===== src/rtl/sld_pkg.sv =====
package sld_pkg;

  // Register indices; byte address is four times the index
  localparam logic [9:0] IDX_DBG_CFG    = 10'h011;
  localparam logic [9:0] IDX_DBG_SRC    = 10'h01F;
  localparam logic [9:0] IDX_EXT_STATUS = 10'h020;
  localparam logic [9:0] IDX_PROC_STAT  = 10'h040;
  localparam logic [9:0] IDX_LINK_SETUP = 10'h080;
  localparam logic [9:0] IDX_STATIC_FWD = 10'h0A0;
  localparam int         LINK_SEL_W     = 3;

  // Debug pin configuration and debug source fields
  localparam int DBG_REQ_EN_BIT   = 1;
  localparam int DBG_DRIVE_EN_BIT = 0;
  localparam int SRC_PIN_BIT      = 4;
  localparam int SRC_CORE1_BIT    = 1;
  localparam int SRC_CORE0_BIT    = 0;

  // Link status fields
  localparam int ST_KIND_HI  = 25;
  localparam int ST_KIND_LO  = 24;
  localparam int ST_DEST_HI  = 23;
  localparam int ST_DEST_LO  = 16;
  localparam int ST_DIR_HI   = 11;
  localparam int ST_DIR_LO   = 8;
  localparam int ST_NET_HI   = 5;
  localparam int ST_NET_LO   = 4;
  localparam int ST_JUNK_BIT = 2;
  localparam int ST_DST_BIT  = 1;
  localparam int ST_SRC_BIT  = 0;

  // Link setup fields
  localparam int CFG_EN_BIT     = 31;
  localparam int CFG_WIDE_BIT   = 30;
  localparam int CFG_ERR_BIT    = 27;
  localparam int CFG_GIVEN_BIT  = 26;
  localparam int CFG_HELD_BIT   = 25;
  localparam int CFG_CREDIT_REQUEST_TOKEN_BIT  = 24;
  localparam int CFG_RXRST_BIT  = 23;
  localparam int CFG_SYM_HI     = 21;
  localparam int CFG_SYM_LO     = 11;
  localparam int CFG_TOK_HI     = 10;
  localparam int CFG_TOK_LO     = 0;

  // Static forwarding fields
  localparam int FWD_EN_BIT   = 31;
  localparam int FWD_PROC_BIT = 8;
  localparam int FWD_CHAN_HI  = 4;
  localparam int FWD_CHAN_LO  = 0;

  // Static register slot to link letter (A=0 .. H=7): C D A B G H E F
  localparam logic [23:0] FWD_SLOT_MAP = {3'h5, 3'h4, 3'h7, 3'h6, 3'h1, 3'h0, 3'h3, 3'h2};

  localparam logic [31:0] ZERO_WORD = 32'h0000_0000;

  typedef enum logic [2:0] {
    SLD_G_NONE   = 3'h0,
    SLD_G_DBGCFG = 3'h1,
    SLD_G_DBGSRC = 3'h3,
    SLD_G_EXT    = 3'h2,
    SLD_G_PROC   = 3'h6,
    SLD_G_SETUP  = 3'h7,
    SLD_G_FWD    = 3'h5
  } sld_group_e;

endpackage


===== src/rtl/sld_regs.sv =====
// The APB slave port was chosen for this implementation.
`timescale 1ns/1ps

module sld_regs #(
  parameter int NUM_LINKS = 8,
  parameter int NUM_PLINKS = 8
) (
  input  wire logic                         pclk,
  input  wire logic                         presetn,

  // APB slave
  input  wire logic                         psel,
  input  wire logic                         penable,
  input  wire logic                         pwrite,
  input  wire logic [11:0]                  paddr,
  input  wire logic [31:0]                  pwdata,
  output logic      [31:0]                  prdata,
  output logic                              pready,
  output logic                              pslverr,

  // Write protection
  input  wire logic                         config_write_lock,

  // Debug line and cores
  input  wire logic                         shared_debug_line_n_in,
  output logic                              shared_debug_line_n_out,
  output logic                              shared_debug_line_n_oe,
  input  wire logic                         core1_in_debug_flag,
  input  wire logic                         core0_drives_debug_line,
  output logic                              core1_debug_request,

  // External link status
  input  wire logic [NUM_LINKS-1:0][1:0]    ext_source_target_kind,
  input  wire logic [NUM_LINKS-1:0][7:0]    ext_dest_link,
  input  wire logic [NUM_LINKS-1:0]         ext_junk,
  input  wire logic [NUM_LINKS-1:0]         ext_dest_busy,
  input  wire logic [NUM_LINKS-1:0]         ext_source_busy,

  // Processor link status
  input  wire logic [NUM_PLINKS-1:0][1:0]   proc_source_target_kind,
  input  wire logic [NUM_PLINKS-1:0][7:0]   proc_dest_link,
  input  wire logic [NUM_PLINKS-1:0]        proc_junk,
  input  wire logic [NUM_PLINKS-1:0]        proc_dest_busy,
  input  wire logic [NUM_PLINKS-1:0]        proc_source_busy,

  // Receiver and credit
  input  wire logic [NUM_LINKS-1:0]         link_rx_error,
  input  wire logic [NUM_LINKS-1:0]         link_credit_issued,
  input  wire logic [NUM_LINKS-1:0]         link_credit_held,

  // Routing assignment
  output logic      [NUM_LINKS-1:0][3:0]    link_direction,
  output logic      [NUM_LINKS-1:0][1:0]    link_network,
  output logic      [NUM_PLINKS-1:0][1:0]   proc_link_network,

  // Link setup
  output logic      [NUM_LINKS-1:0]         link_enable,
  output logic      [NUM_LINKS-1:0]         link_five_wire,
  output logic      [NUM_LINKS-1:0]         link_credit_request_token,
  output logic      [NUM_LINKS-1:0]         link_rx_reset,
  output logic      [NUM_LINKS-1:0][11:0]   link_symbol_gap,
  output logic      [NUM_LINKS-1:0][11:0]   link_token_gap,

  // Static forwarding
  output logic      [NUM_LINKS-1:0]         fwd_enable,
  output logic      [NUM_LINKS-1:0]         fwd_processor,
  output logic      [NUM_LINKS-1:0][4:0]    fwd_channel_end
);

  // Map a word index onto a register group
  // Short ranges fall to unmapped
  function automatic sld_pkg::sld_group_e group_of(input logic [9:0] idx);
    logic [9:0] base;
    base = {idx[9:3], 3'h0};
    if (idx == sld_pkg::IDX_DBG_CFG) begin
      group_of = sld_pkg::SLD_G_DBGCFG;
    end else if (idx == sld_pkg::IDX_DBG_SRC) begin
      group_of = sld_pkg::SLD_G_DBGSRC;
    end else if (base == sld_pkg::IDX_EXT_STATUS && int'(idx[2:0]) < NUM_LINKS) begin
      group_of = sld_pkg::SLD_G_EXT;
    end else if (base == sld_pkg::IDX_PROC_STAT && int'(idx[2:0]) < NUM_PLINKS) begin
      group_of = sld_pkg::SLD_G_PROC;
    end else if (base == sld_pkg::IDX_LINK_SETUP && int'(idx[2:0]) < NUM_LINKS) begin
      group_of = sld_pkg::SLD_G_SETUP;
    end else if (base == sld_pkg::IDX_STATIC_FWD && int'(idx[2:0]) < NUM_LINKS) begin
      group_of = sld_pkg::SLD_G_FWD;
    end else begin
      group_of = sld_pkg::SLD_G_NONE;
    end
  endfunction

  // Static register slot to link number
  // Reads and writes share one map
  function automatic logic [2:0] fwd_link_of(input logic [2:0] slot);
    fwd_link_of = sld_pkg::FWD_SLOT_MAP[slot*3 +: 3];
  endfunction

  // Bus decode
  logic [9:0]               word_idx;
  logic [2:0]               slot;
  sld_pkg::sld_group_e      grp;
  logic                     setup_ph;
  logic                     wr_take;
  logic                     wr_ok;
  logic [31:0]              rd_word;

  // Debug state
  logic [1:0]               dbg_cfg_q;
  logic [2:0]               dbg_src_q;
  logic                     line_meta_q;
  logic                     line_sync_q;
  logic                     line_prev_q;
  logic                     line_fall;
  // Link state
  logic [NUM_LINKS-1:0]     err_q;
  logic [NUM_LINKS-1:0][10:0] sym_field_q;
  logic [NUM_LINKS-1:0][10:0] tok_field_q;

  // Word index from byte address
  assign word_idx = paddr[11:2];
  assign slot     = paddr[2 +: sld_pkg::LINK_SEL_W];
  assign grp      = group_of(word_idx);
  assign setup_ph = psel & ~penable;
  assign wr_take  = psel & penable & pready & pwrite;
  // Locked writes are refused whole, mapped or not
  assign wr_ok    = wr_take & (grp != sld_pkg::SLD_G_NONE) & ~config_write_lock;

  // Read mux; unlisted bits stay zero
  always_comb begin
    rd_word = sld_pkg::ZERO_WORD;
    unique case (grp)
      sld_pkg::SLD_G_DBGCFG: begin
        rd_word[sld_pkg::DBG_REQ_EN_BIT]   = dbg_cfg_q[1];
        rd_word[sld_pkg::DBG_DRIVE_EN_BIT] = dbg_cfg_q[0];
      end

      sld_pkg::SLD_G_DBGSRC: begin
        rd_word[sld_pkg::SRC_PIN_BIT]   = dbg_src_q[2];
        rd_word[sld_pkg::SRC_CORE1_BIT] = dbg_src_q[1];
        rd_word[sld_pkg::SRC_CORE0_BIT] = dbg_src_q[0];
      end

      sld_pkg::SLD_G_EXT: begin
        rd_word[sld_pkg::ST_KIND_HI:sld_pkg::ST_KIND_LO] = ext_source_target_kind[slot];
        rd_word[sld_pkg::ST_DEST_HI:sld_pkg::ST_DEST_LO] = ext_dest_link[slot];
        rd_word[sld_pkg::ST_DIR_HI:sld_pkg::ST_DIR_LO]   = link_direction[slot];
        rd_word[sld_pkg::ST_NET_HI:sld_pkg::ST_NET_LO]   = link_network[slot];
        rd_word[sld_pkg::ST_JUNK_BIT] = ext_junk[slot];
        rd_word[sld_pkg::ST_DST_BIT]  = ext_dest_busy[slot];
        rd_word[sld_pkg::ST_SRC_BIT]  = ext_source_busy[slot];
      end

      // No direction field
      sld_pkg::SLD_G_PROC: begin
        rd_word[sld_pkg::ST_KIND_HI:sld_pkg::ST_KIND_LO] = proc_source_target_kind[slot];
        rd_word[sld_pkg::ST_DEST_HI:sld_pkg::ST_DEST_LO] = proc_dest_link[slot];
        rd_word[sld_pkg::ST_NET_HI:sld_pkg::ST_NET_LO]   = proc_link_network[slot];
        rd_word[sld_pkg::ST_JUNK_BIT] = proc_junk[slot];
        rd_word[sld_pkg::ST_DST_BIT]  = proc_dest_busy[slot];
        rd_word[sld_pkg::ST_SRC_BIT]  = proc_source_busy[slot];
      end

      // Bits 24 and 23 read zero
      sld_pkg::SLD_G_SETUP: begin
        rd_word[sld_pkg::CFG_EN_BIT]    = link_enable[slot];
        rd_word[sld_pkg::CFG_WIDE_BIT]  = link_five_wire[slot];
        rd_word[sld_pkg::CFG_ERR_BIT]   = err_q[slot];
        rd_word[sld_pkg::CFG_GIVEN_BIT] = link_credit_issued[slot];
        rd_word[sld_pkg::CFG_HELD_BIT]  = link_credit_held[slot];
        rd_word[sld_pkg::CFG_SYM_HI:sld_pkg::CFG_SYM_LO] = sym_field_q[slot];
        rd_word[sld_pkg::CFG_TOK_HI:sld_pkg::CFG_TOK_LO] = tok_field_q[slot];
      end

      sld_pkg::SLD_G_FWD: begin
        rd_word[sld_pkg::FWD_EN_BIT]   = fwd_enable[fwd_link_of(slot)];
        rd_word[sld_pkg::FWD_PROC_BIT] = fwd_processor[fwd_link_of(slot)];
        rd_word[sld_pkg::FWD_CHAN_HI:sld_pkg::FWD_CHAN_LO] =
          fwd_channel_end[fwd_link_of(slot)];
      end
      default: rd_word = sld_pkg::ZERO_WORD; // Unmapped index
    endcase
  end

  // Zero-wait APB: answer is ready in the first access cycle
  // Refused ones still answer, with pslverr
  always_ff @(posedge pclk or negedge presetn) begin
    if (!presetn) begin
      pready  <= 1'b0;
      prdata  <= sld_pkg::ZERO_WORD;
      pslverr <= 1'b0;
    end else begin
      pready  <= setup_ph;
      prdata  <= (setup_ph && !pwrite) ? rd_word : sld_pkg::ZERO_WORD;
      pslverr <= setup_ph & ((grp == sld_pkg::SLD_G_NONE) | (pwrite & config_write_lock));
    end
  end

  // Debug configuration for this tile
  // Only the two enable bits exist
  always_ff @(posedge pclk or negedge presetn) begin
    if (!presetn) begin
      dbg_cfg_q <= 2'h0;
    end else if (wr_ok && grp == sld_pkg::SLD_G_DBGCFG) begin
      dbg_cfg_q <= {pwdata[sld_pkg::DBG_REQ_EN_BIT], pwdata[sld_pkg::DBG_DRIVE_EN_BIT]};
    end
  end

  // The shared line is a pin, so it passes two flops before use
  // Idle level at reset: no false edge
  always_ff @(posedge pclk or negedge presetn) begin
    if (!presetn) begin
      line_meta_q <= 1'b1;
      line_sync_q <= 1'b1;
      line_prev_q <= 1'b1;
    end else begin
      line_meta_q <= shared_debug_line_n_in;
      line_sync_q <= line_meta_q;
      line_prev_q <= line_sync_q;
    end
  end

  assign line_fall = line_prev_q & ~line_sync_q;

  // Open-drain drive: only ever pulls low
  // Request is a level, not an edge
  always_ff @(posedge pclk or negedge presetn) begin
    if (!presetn) begin
      shared_debug_line_n_out <= 1'b0;
      shared_debug_line_n_oe  <= 1'b0;
      core1_debug_request     <= 1'b0;
    end else begin
      shared_debug_line_n_out <= 1'b0;
      shared_debug_line_n_oe  <= dbg_cfg_q[0] & core1_in_debug_flag;
      core1_debug_request     <= dbg_cfg_q[1] & ~line_sync_q;
    end
  end

  // Latest event source; a new event wins over a software write
  // A pulling core is named, else the pin
  always_ff @(posedge pclk or negedge presetn) begin
    if (!presetn) begin
      dbg_src_q <= 3'h0;
    end else if (line_fall) begin
      dbg_src_q[1] <= shared_debug_line_n_oe;
      dbg_src_q[0] <= core0_drives_debug_line;
      dbg_src_q[2] <= ~shared_debug_line_n_oe & ~core0_drives_debug_line;
    end else if (wr_ok && grp == sld_pkg::SLD_G_DBGSRC) begin
      dbg_src_q <= {pwdata[sld_pkg::SRC_PIN_BIT], pwdata[sld_pkg::SRC_CORE1_BIT],
                    pwdata[sld_pkg::SRC_CORE0_BIT]};
    end
  end

  // Direction and network of external links
  // Status bits written here are dropped
  always_ff @(posedge pclk or negedge presetn) begin
    if (!presetn) begin
      link_direction <= '0;
      link_network   <= '0;
    end else if (wr_ok && grp == sld_pkg::SLD_G_EXT) begin
      link_direction[slot] <= pwdata[sld_pkg::ST_DIR_HI:sld_pkg::ST_DIR_LO];
      link_network[slot]   <= pwdata[sld_pkg::ST_NET_HI:sld_pkg::ST_NET_LO];
    end
  end

  // Network of processor links; they carry no direction
  always_ff @(posedge pclk or negedge presetn) begin
    if (!presetn) begin
      proc_link_network <= '0;
    end else if (wr_ok && grp == sld_pkg::SLD_G_PROC) begin
      proc_link_network[slot] <= pwdata[sld_pkg::ST_NET_HI:sld_pkg::ST_NET_LO];
    end
  end

  // Link setup fields
  always_ff @(posedge pclk or negedge presetn) begin
    if (!presetn) begin
      link_enable    <= '0;
      link_five_wire <= '0;
      sym_field_q    <= '0;
      tok_field_q    <= '0;
    end else if (wr_ok && grp == sld_pkg::SLD_G_SETUP) begin
      link_enable[slot]    <= pwdata[sld_pkg::CFG_EN_BIT];
      link_five_wire[slot] <= pwdata[sld_pkg::CFG_WIDE_BIT];
      sym_field_q[slot]    <= pwdata[sld_pkg::CFG_SYM_HI:sld_pkg::CFG_SYM_LO];
      tok_field_q[slot]    <= pwdata[sld_pkg::CFG_TOK_HI:sld_pkg::CFG_TOK_LO];
    end
  end

  // Idle gaps handed to the transmitter already include the plus one
  // One cycle later, but no adder on the pin
  always_ff @(posedge pclk or negedge presetn) begin
    if (!presetn) begin
      link_symbol_gap <= '0;
      link_token_gap  <= '0;
    end else begin
      for (int i = 0; i < NUM_LINKS; i++) begin
        link_symbol_gap[i] <= {1'b0, sym_field_q[i]} + 12'h001;
        link_token_gap[i]  <= {1'b0, tok_field_q[i]} + 12'h001;
      end
    end
  end

  // One-cycle strobes from the write-only bits
  // Self-clearing: no write of zero needed
  always_ff @(posedge pclk or negedge presetn) begin
    if (!presetn) begin
      link_credit_request_token    <= '0;
      link_rx_reset <= '0;
    end else begin
      link_credit_request_token    <= '0;
      link_rx_reset <= '0;
      if (wr_ok && grp == sld_pkg::SLD_G_SETUP) begin
        link_credit_request_token[slot]    <= pwdata[sld_pkg::CFG_CREDIT_REQUEST_TOKEN_BIT];
        link_rx_reset[slot] <= pwdata[sld_pkg::CFG_RXRST_BIT];
      end
    end
  end

  // Sticky receive error; cleared by a receiver reset, new error wins
  // No other way to clear it except presetn
  always_ff @(posedge pclk or negedge presetn) begin
    if (!presetn) begin
      err_q <= '0;
    end else begin
      for (int i = 0; i < NUM_LINKS; i++) begin
        if (link_rx_error[i]) begin
          err_q[i] <= 1'b1;
        end else if (link_rx_reset[i]) begin
          err_q[i] <= 1'b0;
        end
      end
    end
  end

  // Static forwarding, slot reordered to link letter
  // Reserved bits are not stored
  always_ff @(posedge pclk or negedge presetn) begin
    if (!presetn) begin
      fwd_enable      <= '0;
      fwd_processor   <= '0;
      fwd_channel_end <= '0;
    end else if (wr_ok && grp == sld_pkg::SLD_G_FWD) begin
      fwd_enable[fwd_link_of(slot)]      <= pwdata[sld_pkg::FWD_EN_BIT];
      fwd_processor[fwd_link_of(slot)]   <= pwdata[sld_pkg::FWD_PROC_BIT];
      fwd_channel_end[fwd_link_of(slot)] <=
        pwdata[sld_pkg::FWD_CHAN_HI:sld_pkg::FWD_CHAN_LO];
    end
  end

endmodule


===== config.mk =====
export PLATFORM = sky130hd
export DESIGN_NAME = sld_regs
export DESIGN_NICKNAME = d
export VERILOG_FILES = /design/src/rtl/sld_pkg.sv /design/src/rtl/sld_regs.sv
export SDC_FILE = /design/constraint.sdc
export NUM_CORES = 1
export LEC_CHECK = 0
export ABC_AREA = 1
export BUFFER_PORTS_ARGS = -buffer_cell sky130_fd_sc_hd__buf_2
export CORE_MARGIN = 5
export CORE_UTILIZATION = 40
export DETAILED_ROUTE_END_ITERATION = 8
export HOLD_SLACK_MARGIN = 0.03
export SLEW_MARGIN = 5
export SYNTH_ARGS = -nofsm -noshare
export SYNTH_HDL_FRONTEND = slang
export SYNTH_SLANG_ARGS = --single-unit
export TNS_END_PERCENT = 10

===== constraint.sdc =====
create_clock -name pclk -period 2.44 [get_ports pclk]
set_input_delay 0.488 -clock pclk [delete_from_list [all_inputs] [get_ports pclk]]
set_output_delay 0.488 -clock pclk [all_outputs]
set_load 0.05 [all_outputs]

==> flow_summary.json, run 1 <==
{
  "outcome": "finished, final reports clean",
  "p_total_mw": 20.6,
  "worst_slew_pin_slew_ps": 699,
  "critPathSlowestCell": "nor3b_1",
  "fin_hold_ws_ps": 51.8,
  "postPlaceCellArea_um2": 32400,
  "clkTransAtPathRegs_ps": 60,
  "crit_family": "simple AND/OR/NAND/NOR gates",
  "wirelength_mm": 121,
  "tritoncts": "yes",
  "power_density_nw_per_um2": 595,
  "worst_path_most_repeated_cell": "nand3_1",
  "crit_path_max_fanout": 4,
  "critPathRequiredTime_ps": 2960,
  "fin_area_um2": 34600,
  "ys_warn_count": 0,
  "synthTopCellsByCount": "826 x nand2_1, 567 x dfrtp_1, 336 x nor2_1",
  "ys_seq_area_frac": 0.527,
  "pin_count": 666,
  "skew_ps": 48.3,
  "drt-pass1-iter-count": 8,
  "drive_above_1_share": 0.265,
  "synth_seq_cells": 570,
  "drtIter0Drc": 2430,
  "die_y_um": 270,
  "synth_top_cell_by_area": "dfrtp_1",
  "synthCells": 3129,
  "ys_types": 49,
  "gp_congestion": 0.946,
  "final_cells": 4749,
  "fmax_mhz": 484,
  "synthArstFlopShare": 1.00,
  "ir_drop_uv": 549,
  "vias": 26148,
  "final.min_clock_period_ps": 2060,
  "drc_errors": 0,
  "finalCritPeriodShare": 0.846,
  "drv_slew": 0,
  "clk_path_buf_depth": 3,
  "synth.top_cell.area_share": 0.524,
  "grt_max_degree": 62,
  "nets": 4121,
  "min_path_type": "primary input to register",
  "ant_nets": 0,
  "relSlewSlack": 0.533,
  "setup_viol": 0,
  "coreArea_um2": 67200,
  "syn_area_per_cell_um2": 8.66,
  "path_buf_inv": 0,
  "syn_area_um2": 27100,
  "synth_ff_type": "dfrtp_1",
  "path_cells": "ha_1, nand3_1, nor3b_1, nand2_1, nor2_1, nand3_1, xor2_1",
  "cts.sinks": 570,
  "rsz0062_at_grt": "false",
  "grt_overflow": 0,
  "synth-edff-count": 0,
  "max_stage_delay_ps": 470,
  "yosys-top-cells-area": "dfrtp_1 52%, nand2_1 11%, nand4_1 6.3%",
  "area_growth_pct": 27.6,
  "insertion_delay_ps": 660,
  "die_area_um2": 73000,
  "hold_viol": 0,
  "cap_violations": 0,
  "fin_util": 0.515,
  "wl_per_cell_um": 25.4,
  "synth.most_common_cell": "nand2_1",
  "n_fill_cell": 6387,
  "r2r_slack_ps": 380,
  "root_buffer": "clkbuf_16",
  "leakagePower_nw": 19.0,
  "htreeDepth": 2,
  "critPathLaunchType": "register",
  "dp_hpwl_mm": 89.7,
  "antenna_found_initial": 10,
  "cts_setup_buffers": 0,
  "numCtsBuffers": 60,
  "arrival_ps": 2590,
  "criticalPathCategory": "register to register",
  "std_cell_rows": 95,
  "grt_pass1_wl_mm": 176,
  "die_w_um": 270,
  "worstSetupEndpointType": "register",
  "start_util": 0.403,
  "port_buffers": 654,
  "grt_use_total": 0.319,
  "vias_per_cell": 5.51,
  "dpl.cell_count": 4624,
  "grt_pass1_vias": 25607
}
-- metrics by stage --
| step | setup slack, ps | TNS, ps |
|---|---|---|
| floorplan | 386 | 0 |
| global placement | -4.36 | -4.36 |
| detailed placement | -72.0 | -1570 |
| CTS | 425 | 0 |
| global route | 276 | 0 |
| finish | 375 | 0 |
-- power by group --
part           switching (mW)  total, mW  internal (mW)  leakage (nW)
registers             0.00741       9.47           9.47          7.83
logic                    1.11       1.64          0.523          10.2
clock network            4.03       9.45           5.42          1.00
-- flip-flops by register name, summed over array words and instances (netlist names), 16 cells and up --
signal and cells:
link_token_gap 96, link_direction 32, fwd_channel_end 40, link_network 16
prdata 30, sym_field_q 88, link_symbol_gap 96, tok_field_q 88
proc_link_network 16
-- cell families (layout without fill, tap and decap cells) --
logic type	after synthesis	count (layout)	synth area share
compound gates	327	327	0.0693
flops	570	570	0.527
fa+ha+maj	16	16	0.00739
other cells	1	10	0.000138
simple gates	1676	1676	0.285
xor+xnor	140	140	0.0453
buf+inv	399	1137	0.0659
-- layer usage --
metal  wire length [um]  part of all wire  global-route usage
met1              49100              0.41               0.433
met5                 20           0.00017                   0
met4               4220             0.035               0.101
met2              56700              0.47               0.518
met3              10600             0.088              0.0633
-- timing repair --
item,in CTS,in global routing
gates resized for setup,0,0
endpoints found under the hold margin,46,0
hold buffers,7,0
-- layout by cell type, fill, tap and decap left out, types with 117 or more instances in the layout --
| master | synthesis | final |
|---|---|---|
| nand2_1 | 826 | 823 |
| buf_2 | 79 | 652 |
| dfrtp_1 | 567 | 567 |
| nor2_1 | 336 | 336 |
| nand4_1 | 274 | 274 |
| inv_1 | 167 | 162 |
| o21ai_0 | 138 | 138 |
| buf_4 | 28 | 132 |
| xor2_1 | 127 | 127 |
| nand3_1 | 118 | 117 |
-- final cells by class --
type                            count  area (um^2)  share of cell area
Sequential cell                   570        14300               0.413
Tap cell                          873         1090              0.0316
Timing Repair Buffer              845         5400               0.156
Multi-Input combinational cell   2162        11100               0.320
Inverter                          181          687              0.0199
Clock inverter                     27          299             0.00865
Antenna cell                        7         17.5            0.000507
Clock buffer                       84         1740              0.0504
-- path summary, 6_finish.rpt --
check / from / end / cells past startpoint
max: tok_field_q[45]$_DFFE_PN0P_ / link_token_gap[58]$_DFF_PN0_ / 7
min: link_rx_error[5] / err_q[5]$_DFFE_PN0P_ / 2
max reg2reg: tok_field_q[45]$_DFFE_PN0P_ / link_token_gap[58]$_DFF_PN0_ / 7
min reg2reg: line_meta_q$_DFF_PN1_ / line_sync_q$_DFF_PN1_ / 0
max in group asynchronous: presetn / line_meta_q$_DFF_PN1_ / 3
min in group asynchronous: presetn / link_symbol_gap[74]$_DFF_PN0_ / 2
Power figures use the tool's default switching activity.
==> run 2, diff against run 1 <==
==> constraint.sdc (replaced) <==
create_clock -name pclk -period 2.1 [get_ports pclk]
set_input_delay 0.42 -clock pclk [delete_from_list [all_inputs] [get_ports pclk]]
set_output_delay 0.42 -clock pclk [all_outputs]
set_load 0.05 [all_outputs]
==> run 2 against run 1 <==
Against the previous run:
- register-to-register slack lost 170 ps
- wire length is 0.59% lower
- sequential share of layout area fell by 1.1 points
- critical path type is now primary input to register
- largest power group is now clock
==> flow_summary.json, run 2 (synthesized netlist as in run 1, its figures left out) <==
{
  "final_cells": 4833,
  "crit_path_max_fanout": 11,
  "rsz0062_at_grt": "false",
  "gp_congestion": 1.00,
  "p_int_mw": 18.4,
  "drv_slew": 0,
  "arrival_ps": 2560,
  "tritoncts": "yes",
  "ir_drop_uv": 586,
  "power_density_nw_per_um2": 686,
  "drt-pass1-iter-count": 5,
  "postPlaceCellArea_um2": 33300,
  "grt-busiest-layer": "met2",
  "ant_nets": 0,
  "grt_pass1_wl_mm": 174,
  "grt_overflow": 0,
  "die_y_um": 270,
  "netSwitchingFraction": 0.246,
  "most-common-layout-cells": "823 x nand2_1, 652 x buf_2, 567 x dfrtp_1, 336 x nor2_1, 274 x nand4_1",
  "n_fill_cell": 6243,
  "die_w_um": 270,
  "worst_path_most_repeated_cell": "buf_4",
  "max_stage_delay_ps": 550,
  "combPwrFrac": 0.082,
  "clkTransAtPathRegs_ps": 60,
  "wl_per_cell_um": 24.8,
  "p_total_mw": 24.4,
  "criticalPathCategory": "primary input to register",
  "seqPwrFrac": 0.452,
  "relSlewSlack": 0.602,
  "area_growth_pct": 31.1,
  "grt_pass1_vias": 25762,
  "antenna_found_initial": 5,
  "critPathRequiredTime_ps": 2680,
  "drive_above_1_share": 0.279,
  "vias_per_cell": 5.45,
  "grt_use_met1": 0.430,
  "outcome": "finished, final reports clean",
  "numCtsBuffers": 61,
  "fin_area_um2": 35500,
  "pin_count": 666,
  "drtIter0Drc": 3005,
  "nets": 4209,
  "htreeDepth": 2,
  "min_path_type": "primary input to register",
  "std_cell_rows": 95,
  "path_cells": "dlygate4sd3_1, buf_2, nor2_1, nand2_1, buf_4, inv_1, buf_12, o221ai_1, nor3_1, buf_4",
  "grt_max_degree": 87,
  "fmax_mhz": 506,
  "setup_viol": 0,
  "tns_ps": 0,
  "dp_hpwl_mm": 90.7,
  "fin_util": 0.529,
  "worstSetupEndpointType": "register",
  "final.min_clock_period_ps": 1980,
  "clk_path_buf_depth": 3,
  "critPathLaunchType": "primary input",
  "cap_violations": 0,
  "insertion_delay_ps": 650,
  "p_sw_mw": 5.98,
  "worst_slew_pin_slew_ps": 596,
  "port_buffers": 654,
  "coreArea_um2": 67200,
  "hold_viol": 0,
  "critPathSlowestCell": "dlygate4sd3_1",
  "cts.sinks": 570,
  "clock_power_share": 0.467,
  "finalCritPeriodShare": 0.942,
  "leakagePower_nw": 19.5,
  "wirelength_mm": 120,
  "drc_errors": 0,
  "dpl.cell_count": 4707,
  "die_area_um2": 73000,
  "grtUsageMet2": 0.510,
  "met3_usage": 0.0658,
  "start_util": 0.403,
  "skew_ps": 29.3,
  "largestRegisters": "link_symbol_gap: 96 flops, link_token_gap: 96 flops",
  "grt_use_total": 0.316,
  "layout_commonest_cell": "nand2_1",
  "vias": 26350,
  "root_buffer": "clkbuf_16"
}
run 2: cell types whose count changed in the layout (fill, tap and decap cells not counted), sizes merged:
cell,previous run,this run
buf,838,921
clkinv,19,11
clkbuf,84,89
diode,7,3
dlygate4sd3,7,11
clkinvlp,5,8
bufinv,4,6
inv,180,179
run 2: metal layers:
layer / wire [um] / up-vias
li1: - / 11969
met1: 48700 / 12701
met2: 56100 / 1473
met3: 10800 / 207
met4: 4240 / 0
met5: 0 / -
run 2: layout make-up:
cell class | count | area [um^2] | area share
clock inverters | 23 | 318 | 0.00894
well taps | 873 | 1090 | 0.0307
clock buffers | 89 | 1800 | 0.0507
flip-flops and latches | 570 | 14300 | 0.402
repair buffers | 932 | 6290 | 0.177
multi-input cells | 2162 | 11100 | 0.312
inverters | 181 | 687 | 0.0193
diodes | 3 | 7.51 | 0.000211
run 2: worst paths after layout:
| path | start | slack [ps] | depth (start not counted) | endpoint |
|---|---|---|---|---|
| max in group asynchronous | presetn | 990 | 3 | prdata[24]$_DFF_PN0_ |
| min | psel | 70 | 3 | pslverr$_DFF_PN0_ |
| max | penable | 120 | 10 | prdata[30]$_DFF_PN0_ |
| min reg2reg | line_meta_q$_DFF_PN1_ | 360 | 0 | line_sync_q$_DFF_PN1_ |
| max reg2reg | tok_field_q[55]$_DFFE_PN0P_ | 210 | 7 | link_token_gap[70]$_DFF_PN0_ |
| min in group asynchronous | presetn | 280 | 2 | link_symbol_gap[75]$_DFF_PN0_ |
run 2: power by group through the flow:
stage / Sequential (mW) / Clock (mW) / Combinational [mW]
after floorplan: 11.2 / 0 / 0.731
after global placement: 11.2 / 0 / 1.96
after detailed placement: 11.2 / 0 / 1.96
after CTS: 11.0 / 11.5 / 1.98
after global routing: 11.0 / 12.0 / 2.15
final: 11.0 / 11.4 / 1.99
run 2: per-stage QoR:
stage / worst slack (ps) / hold WS [ps]
6_report: 123 / 72.8
3_3_place_gp: -179 / 333
4_1_cts: 164 / 42.1
2_1_floorplan: 46.4 / 124
3_5_place_dp: -192 / 331
5_1_grt: 58.8 / 61.1
run 2: worst max-delay path, delay by kind of cell:
family	cells	cell delay, ps
buf+inv	6	1350
compound gates	1	120
simple gates	3	650
run 2: timing repair:
item | in CTS | in global routing
hold buffers | 11 | 0
setup buffers | 0 | 0
gates resized for setup | 0 | 0
endpoints found under the hold margin | 146 | 0
setup endpoints to repair | 0 | 0
